--- src/design/pgecc_pkg.sv ---
// Package for the page layout and power-up initialisation block.
// Assumes one 100 MHz clock and a synchronous active-high reset.
package pgecc_pkg;

  // ************************************************************
  // Page layout
  // ************************************************************
  localparam int ADDR_W = 13;                       // Byte address width
  localparam logic [12:0] MAIN_LAST = 13'h0fff;     // Last main byte
  localparam logic [12:0] SECTOR_BYTES = 13'h0200;  // Main sector size
  localparam logic [12:0] BBM_FIRST = 13'h1000;     // Bad-block marker
  localparam logic [12:0] BBM_LAST = 13'h1003;
  localparam logic [12:0] META2_FIRST = 13'h1004;   // Unprotected meta
  localparam logic [12:0] META2_LAST = 13'h103f;
  localparam logic [12:0] META1_FIRST = 13'h1040;   // Protected meta
  localparam logic [12:0] META1_LAST = 13'h107f;
  localparam logic [12:0] CODE_FIRST = 13'h1080;    // Correction code
  localparam logic [12:0] CODE_LAST = 13'h10ff;
  localparam logic [12:0] PAGE_LAST = 13'h10ff;     // Last decoded byte
  localparam int PROT_BYTES = 544;                  // Bytes per codeword
  localparam int MAX_FIX = 8;                       // Correctable bits
  localparam logic [7:0] BAD_MARK = 8'h00;          // Factory bad mark
  localparam logic [7:0] ERASED = 8'hff;            // Good block value
  localparam int TOTAL_BLOCKS = 2048;
  localparam int MIN_VALID_BLOCK_COUNT = 2008;

  // ************************************************************
  // Timing and reset values
  // ************************************************************
  localparam int CLK_MHZ = 100;
  localparam int INIT_TIME_US_X100 = 125000;       // 1.25 ms in 10 ns
  localparam int INIT_CYCLES = INIT_TIME_US_X100 * CLK_MHZ / 100;
  localparam bit ECC_EN_RESET = 1'b1;              // Default after power
  localparam int STATUS_BUSY_BIT = 0;              // Busy flag position

  // ************************************************************
  // Types
  // ************************************************************
  typedef enum logic [2:0] {
    PGECC_MAIN, PGECC_BBM, PGECC_META2, PGECC_META1, PGECC_CODE,
    PGECC_NONE
  } pgecc_region_type;

  typedef struct packed {
    pgecc_region_type region;  // Area the byte falls in
    logic [2:0] sector;        // Owning sector
    logic isProtected;         // Covered by correction
  } pgecc_map_type;

  typedef struct packed {
    logic valid;               // Request strobe
    logic [12:0] addr;         // Page byte address
  } pgecc_req_type;

endpackage

--- src/design/pgecc_addr_map.sv ---
// Combinational decode of a page byte address into its area.
// Assumes addresses up to 10FFh; above that reads as no area.
`timescale 1ns/1ps
`default_nettype none
module pgecc_addr_map (
  // Address in
  input wire logic [12:0] addr,
  // Decode out
  output pgecc_pkg::pgecc_map_type map
);
  import pgecc_pkg::*;

  // ************************************************************
  // Area decode
  // ************************************************************
  always_comb begin
    map = '{region: PGECC_NONE, sector: 3'h0, isProtected: 1'b0};
    if (addr <= MAIN_LAST) begin
      // Eight 512-byte sectors
      map.region = PGECC_MAIN;
      map.sector = addr[11:9];
      map.isProtected = 1'b1;
    end else if (addr <= BBM_LAST) begin
      // Marker bytes stay outside coverage
      map.region = PGECC_BBM;
    end else if (addr <= META2_LAST) begin
      // Four-byte groups, unprotected
      map.region = PGECC_META2;
      map.sector = addr[4:2];
    end else if (addr <= META1_LAST) begin
      // Eight bytes per sector, protected
      map.region = PGECC_META1;
      map.sector = addr[5:3];
      map.isProtected = 1'b1;
    end else if (addr <= CODE_LAST) begin
      // Sixteen code bytes per sector
      map.region = PGECC_CODE;
      map.sector = addr[6:4];
      map.isProtected = 1'b1;
    end
  end
endmodule
`default_nettype wire

--- src/design/pgecc_init.sv ---
// Power-up sequencer and page-layout classifier of the flash core.
// Assumes srst models supply crossing the write-inhibit level and
// that the array side answers a page-load request with pageDone.
`timescale 1ns/1ps
`default_nettype none
module pgecc_init #(
  parameter int BLOCKS = pgecc_pkg::TOTAL_BLOCKS,
  parameter int MIN_VALID = pgecc_pkg::MIN_VALID_BLOCK_COUNT,
  parameter int INIT_WAIT = pgecc_pkg::INIT_CYCLES
) (
  // Clock and reset
  input wire logic clk,
  input wire logic srst,
  input wire logic powerUp,
  // Software reset command and correction enable write
  input wire logic resetCmd,
  input wire logic eccWrite,
  input wire logic eccWriteValue,
  // Array side
  input wire logic pageDone,
  input wire logic [3:0] errorBits,
  output logic pageLoad,
  // Layout query
  input wire pgecc_pkg::pgecc_req_type query,
  output pgecc_pkg::pgecc_map_type queryMap,
  output logic queryValid,
  // Marker check
  input wire logic [7:0] markerByte,
  output logic blockBad,
  // Status
  output logic [7:0] status,
  output logic eccEnable,
  output logic uncorrectable,
  output logic cachePreloaded
);
  import pgecc_pkg::*;

  // Refuse a timer or block count the logic cannot serve
  if (INIT_WAIT < 1 || MIN_VALID > BLOCKS) begin : g_bad_param
    $error("bad parameters");
  end

  // ************************************************************
  // State
  // ************************************************************
  typedef enum {IDLE, LOAD, WAIT, READY} pgecc_phase_type;

  typedef struct packed {
    pgecc_phase_type phase;
    logic [31:0] count;          // Initialisation timer
    logic eccEn;                 // Correction enable
    logic load;                  // Page load strobe
    logic busy;                  // Operation in progress flag
    logic preloaded;
    logic uncorr;
    logic bad;
    pgecc_map_type qmap;
    logic qvalid;
  } pgecc_state_type;

  pgecc_state_type st, next_st;
  pgecc_map_type decoded;        // Decoder output

  pgecc_addr_map mapper (.addr(query.addr), .map(decoded));

  // ************************************************************
  // Next state
  // ************************************************************
  always_comb begin
    next_st = st;
    next_st.load = 1'b0;
    next_st.qmap = decoded;
    next_st.qvalid = query.valid;
    next_st.bad = (markerByte != ERASED);
    if (eccWrite) next_st.eccEn = eccWriteValue;
    unique case (st.phase)
      IDLE: begin
        // Starts on a powerUp request or a reset command
        if (powerUp || resetCmd) begin
          next_st.phase = LOAD;
          next_st.busy = 1'b1;
          next_st.load = 1'b1;
          next_st.count = '0;
        end
      end
      LOAD: begin
        next_st.count = st.count + 32'd1;
        if (pageDone) begin
          next_st.preloaded = 1'b1;
          // More than eight flips is beyond repair
          next_st.uncorr = st.eccEn && (errorBits > 4'(MAX_FIX));
          next_st.phase = WAIT;
        end
      end
      WAIT: begin
        // Ready no later than the host's fixed wait
        next_st.busy = 1'b0;
        next_st.phase = READY;
      end
      READY: begin
        // Reset reloads page but keeps enable
        if (resetCmd) begin
          next_st.phase = LOAD;
          next_st.busy = 1'b1;
          next_st.load = 1'b1;
          next_st.preloaded = 1'b0;
          // Fresh timer, else a reload inherits the old count
          next_st.count = '0;
        end
      end
    endcase
    // Timer guards a stuck array load
    if (st.phase == LOAD && st.count >= 32'(INIT_WAIT - 1))
      next_st.phase = WAIT;
  end

  // ************************************************************
  // Registers
  // ************************************************************
  always_ff @(posedge clk) begin
    if (srst) begin
      st <= '{phase: IDLE, count: 32'h0, eccEn: ECC_EN_RESET,
              load: 1'b0, busy: 1'b1, preloaded: 1'b0,
              uncorr: 1'b0, bad: 1'b0,
              qmap: '{region: PGECC_NONE, sector: 3'h0,
                      isProtected: 1'b0}, qvalid: 1'b0};
    end else begin
      st <= next_st;
    end
  end

  assign pageLoad = st.load;
  assign queryMap = st.qmap;
  assign queryValid = st.qvalid;
  assign blockBad = st.bad;
  assign status = {7'h00, st.busy};
  assign eccEnable = st.eccEn;
  assign uncorrectable = st.uncorr;
  assign cachePreloaded = st.preloaded;
endmodule
`default_nettype wire

--- config.mk ---
export PLATFORM = sky130hd
export DESIGN_NAME = pgecc_init
export DESIGN_NICKNAME = d
export VERILOG_FILES = /design/src/design/pgecc_pkg.sv /design/src/design/pgecc_addr_map.sv /design/src/design/pgecc_init.sv
export SDC_FILE = /design/constraint.sdc
export NUM_CORES = 1
export LEC_CHECK = 0
export CORE_MARGIN = 4
export CORE_UTILIZATION = 40
export DETAILED_ROUTE_END_ITERATION = 8
export DONT_BUFFER_PORTS = 1
export SLEW_MARGIN = 20
export SYNTH_ARGS = -nofsm -noshare
export SYNTH_HDL_FRONTEND = slang
export SYNTH_SLANG_ARGS = --single-unit
--- constraint.sdc ---
create_clock -name clk -period 2.22 [get_ports clk]
set_clock_uncertainty 0.15 [all_clocks]
set_input_delay 0.111 -clock clk [delete_from_list [all_inputs] [get_ports clk]]
set_output_delay 0.111 -clock clk [all_outputs]
set_load 0.03 [all_outputs]
# Word-level counts from Yosys, hierarchy flattened
# Index checks and enable logic that the tools add are counted.
[op_classes]
reduce_logical = 15
n_lt_le_gt_ge = 7
eq_ne = 11
n_addsub = 1
mux = 19
[op_table]
columns = ["cell", "n"]
rows = [
  ["64-bit two-way mux", 2],
  ["32-bit one-hot mux with 4 select lines", 1],
  ["32-bit by 2-bit equality test with 1-bit output, second input constant", 3],
  ["32-bit one-hot mux with 3 select lines", 1],
  ["13-bit less-or-equal comparator, second input constant", 4],
  ["32-bit by 1-bit adder with 32-bit output, second input constant", 1],
  ["32-bit by 1-bit equality test with 1-bit output, second input constant", 1],
  ["32-bit by 17-bit >= comparator with 1-bit output, second input constant", 1],
  ["32-bit zero test", 1],
  ["32-bit two-way mux", 1],
  ["3-bit AND reduction", 5],
  ["7-bit two-way mux", 2],
  ["13-bit by 12-bit less-or-equal comparator with 1-bit output, second input constant", 1],
  ["3-bit inequality test, second input constant", 3],
  ["8-bit inequality test, second input constant", 1],
  ["2-bit two-way mux", 3],
  ["3-bit two-way mux", 2],
  ["6-bit two-way mux", 1],
  ["2-bit inequality test, second input constant", 3],
  ["3-bit nonzero test", 2],
  ["5-bit two-way mux", 1],
  ["4-bit greater-than comparator, second input constant", 1],
  ["4-bit two-way mux", 1],
  ["1-bit one-hot mux with 2 select lines", 2],
  ["other kinds (8)", 9],
]
[totals]
elab_cells = 67
regBits = 78
output_inout_bits = 21
input_bits = 33

# Logic depth before layout (Yosys ltp)
[depth]
ltp_word = 6
mapped_depth = 9

# Modules after synthesis
# A second synthesis with hierarchy kept.
[unflattened]
cells_unflattened = 324
area_unflattened_um2 = 2761.4
[by_module_without_submodules]
columns = ["mod", "cells_per_inst", "area_per_inst_um2", "instances", "seq_area_each_um2"]
rows = [
  ["pgecc_init", 296, 2577.5, 1, 960.9],
  ["pgecc_addr_map", 28, 183.9, 1, 0.0],
]

# Worst setup path before layout
# Ideal clock, no wire load.
[synth_path]
path_type = "register to register"
start = "reg st[46] (netlist bit)"
end = "reg st[31] (netlist bit)"
stages_incl_launch_ff = 9
t_arrival_ns = 2.153
setup_ns = 0.059
n_path_buf = 1
setup_slack_ns = -0.142
cell_sequence = "dfxtp_1 -> inv_1 -> ha_1 -> nor2b_1 -> o21ba_1 -> buf_6 -> or4_4 -> or4_1 -> nand2_1"
[synth_via]
elab_chain_cells = 3
word_cells_on_any_way = 8
cone_classes = "eq/ne: 4; mux: 1; reduce/logical: 3"
[synth_rtl]
columns = ["item", "line_no", "rtl"]
rows = [
  ["from (decl)", "pgecc_init.sv:61", "pgecc_state_type st, next_st;"],
  ["from (signal assigned)", "pgecc_init.sv:122", "st <= '{phase: IDLE, count: 32'h0, eccEn: ECC_EN_RESET,"],
  ["from (signal assigned)", "pgecc_init.sv:128", "st <= next_st;"],
  ["32-bit by 2-bit equality test with 1-bit output, or another cell as far along", "pgecc_init.sv:76", "unique case (st.phase)"],
  ["2-bit inequality test (no source line) / 3-bit nonzero test (equally long branches)", "n/a", ""],
  ["3-bit AND reduction (no source line)", "n/a", ""],
]
# Parallel ways exist; a longest one is shown, timed or not.
# A chain may end at the register's enable or synchronous reset.

# Worst setup path after layout
[layout_path]
start = "reg st[46] (netlist bit)"
end = "reg st[29] (netlist bit)"
# The elaborated chain is that of the path after synthesis.

==> impl_metrics.toml <==
[run_status]
status = "finished clean"

[placed_design]
dp_hpwl_um = 4150
io_buffers = 0
gp_congestion = 0.786
dp_cells = 392
dpl_cell_area_um2 = 2690

[cts]
htree_levels = 2
cts_buffers = 5
cts-root-buf = "clkbuf_8"
numClockSinks = 48
clkTransAtPathRegs_ns = 0.09
clockBufferDepth = 2
cts_tree = "built"
clk_latency_ns = 0.30

[power_and_ir_drop]
swShare_pct = 32.7
power_switching_uw = 704
ir_worst_vdd_mv = 0.375
comb_power_share_pct = 27.8
p_per_area_nw_per_um2 = 687
seqPwrFrac_pct = 46.9
p_int_mw = 1.45
clockPowerShare_pct = 25.3
p_leak_nw = 1.09

[worst_setup_path]
worstSetupPathType = "reg -> reg"
path_max_fanout = 5
r2r_start = "st[46]"
worstSetupStartpoint = "st[46]"
setup.worst_path.start_class = "flip-flop"
cp.required_ns = 2.32
critPathCaptureType = "flip-flop"
cp.arrival_ns = 2.26

[global_routing]
grt_pass1_wl_um = 10100
grt_max_degree = 17
antenna_found_initial = 0
grt_use_met2_pct = 30.1
grt_pass1_vias = 2300
met3_usage_pct = 4.05
track_usage_pct = 16.1
gr-total-overflow = 0
met1_usage_pct = 18.4
grt_most_used_layer = "met2"

[final_layout]
fin_nets = 395
multi_input_area_um2 = 1430
n_fill_cell = 551
area.sequential_um2 = 967
drive_gt1_share_pct = 15.7
final_cell_area_um2 = 3130
area_growth_pct = 22.9
num_antenna_cells = 0
layoutNonFillerInstCount = 431

[drt]
avgRoutedWirePerCell_um = 13.8
first_pass_iters = 4
route.detailed.drc = 0
drtAntennaViolNets = 0
drtIter0Drc = 119
routed_via_density = 5.51
wl_um = 5960
via_count = 2376

[timing]
worstMarginPinSlew_ns = 0.611
finalSetupViolCount = 0
max_freq_mhz = 463
relSlewSlack_pct = 59.1
min_period_ns = 2.16
final-max-slew-violation-count = 0
hold_viol_final = 0
finalCritPeriodShare_pct = 97.3

[floorplanning]
die_x_um = 87.8
top_level_ports = 54
die_area_um2 = 7710
fp-row-count = 28
initial_core_util_pct = 42.1
core_area_um2 = 6060
fp.dieH_um = 87.8

[yosys]
synth-main-ff-cell = "dfxtp_1"
synth-seq-area-share_pct = 37.7
syn_avg_cell_area_um2 = 8.07
ys_warn_count = 0
async_reset_ff_share_pct = 0
syn_inst = 316
synth_area_um2 = 2550
synth_cell_types = 42
synth_seq_cells = 48
synth_edf_count = 0

[worst_hold_path]
hold_path.class = "in -> reg"
hold_path.startpoint = "pageDone"

[flow_run]
cap_violations = 0
-- cell families (layout without fill, tap and decap cells) --
logic type | count (synthesis) | count (layout) | share of synthesized area (%)
flip-flops | 48 | 48 | 37.7
multiplexers | 4 | 4 | 1.57
buffers and inverters | 44 | 78 | 9.23
XOR/XNOR | 10 | 10 | 3.44
other | 1 | 7 | 0.147
adder cells (fa/ha/maj) | 7 | 7 | 3.44
AO/OA/AOI/OAI | 70 | 70 | 16.5
AND/OR/NAND/NOR | 132 | 132 | 28.0
-- cells in the final DEF (no fill, tap or decap), types with 4 or more instances in the layout --
master and n:
inv_1 13, nor4_1 10, o211ai_1 5, dlygate4sd3_1 24
nand4_1 12, or3_1 14, a21oi_1 26, nand2_1 34
xnor2_1 9, buf_4 28, nand3_1 13, clkbuf_8 6
or4_1 9, nand2b_1 6, conb_1 7, nor2_1 18
o31ai_1 6, o21ai_0 18, mux2i_1 4, dfxtp_1 45
-- path summary, 6_finish.rpt --
kind,end,slack (ns),cells past startpoint
worst max register to register,st[29],0.06,7
worst max-delay path,st[29],0.06,7
worst min register to register,st[45],0.35,2
worst min-delay path,st[46],0.006,3
-- per-layer routing --
| layer | up-vias | routed length [um] |
|---|---|---|
| met5 | - | 0 |
| met1 | 1117 | 2640 |
| met4 | 0 | 55 |
| met3 | 7 | 279 |
| met2 | 52 | 2980 |
| li1 | 1200 | - |
-- timing repair --
| action | CTS | global route |
|---|---|---|
| hold buffers | 24 | 0 |
| resized for setup | 1 | 15 |
| setup buffers | 1 | 5 |
| endpoints found under the setup margin | 5 | 14 |
| cloned | 0 | 1 |
| pin swaps | 1 | 6 |
| hold endpoints to repair | 20 | 0 |
-- registers in the layout, indices dropped and copies added, names as in the netlist --
name            flops
cachePreloaded      1
pageLoad            1
st                 34
uncorrectable       1
blockBad            1
eccEnable           1
queryValid          1
status              1
queryMap            7
-- layout make-up --
class,instances,area share [%]
Clock inverter,1,0.240
Inverter,15,1.80
Timing Repair Buffer,55,15.5
Sequential cell,48,30.9
Multi-Input combinational cell,230,45.8
Tap cell,75,3.00
Clock buffer,7,2.76
-- power groups by stage --
| stage | clock, mW | sequential [mW] | combinational, mW |
|---|---|---|---|
| 3_3_place_gp | 0 | 1.02 | 0.472 |
| 5_1_grt | 0.600 | 1.01 | 0.664 |
| 6_report | 0.545 | 1.01 | 0.598 |
| 3_5_place_dp | 0 | 1.02 | 0.477 |
| 4_1_cts | 0.565 | 1.00 | 0.533 |
| 2_1_floorplan | 0 | 0.998 | 0.367 |
-- worst max-delay path: stages (launching register included) --
cell	delay, ns
dfxtp_4	0.37
inv_2	0.05
ha_4	0.15
nor2b_1	0.15
o21ba_4	0.21
or4_4	0.54
or4_1	0.40
nand2_1	0.07
-- per-stage QoR --
stage | TNS [ns] | power (mW) | setup slack (ns) | hold slack (ns) | util, %
after global placement | 0 | 1.50 | 0.0523 | 0.0343 | 44.3
after detailed placement | -0.0183 | 1.50 | -0.0156 | 0.0347 | 44.3
after CTS | 0 | 2.10 | 0.0419 | 0.00779 | 50.0
after global routing | -0.0309 | 2.28 | -0.0144 | 0.0362 | 51.7
final | 0 | 2.15 | 0.0607 | 0.00622 | 51.7
after floorplan | 0 | 1.36 | 0.0386 | 0.0326 | -
-- synthesized netlist by cell type (2+ instances only) --
cell type / instances / share of area (%)
inv_1: 15 / 2.2
or4_1: 9 / 2.7
nor4_1: 10 / 2.5
and4_1: 3 / 1.0
nor2b_1: 2 / 0.49
nand3_1: 13 / 2.6
o211ai_1: 5 / 1.5
nand2_1: 34 / 5.0
ha_1: 7 / 3.4
buf_2: 4 / 0.79
nand4_1: 12 / 2.9
a21oi_1: 29 / 5.7
mux2i_1: 4 / 1.6
or3_1: 14 / 3.4
a2111oi_0: 2 / 0.69
dfxtp_1: 48 / 38
nor4b_1: 3 / 1.0
a31oi_1: 2 / 0.49
nor2_1: 18 / 2.7
buf_4: 15 / 4.4
o21ai_0: 18 / 3.5
and3_1: 3 / 0.74
xnor2_1: 9 / 3.1
clkbuf_1: 8 / 1.2
o31ai_1: 7 / 2.1
nand2b_1: 6 / 1.5
Note: power is estimated with default switching activity, not from simulation.
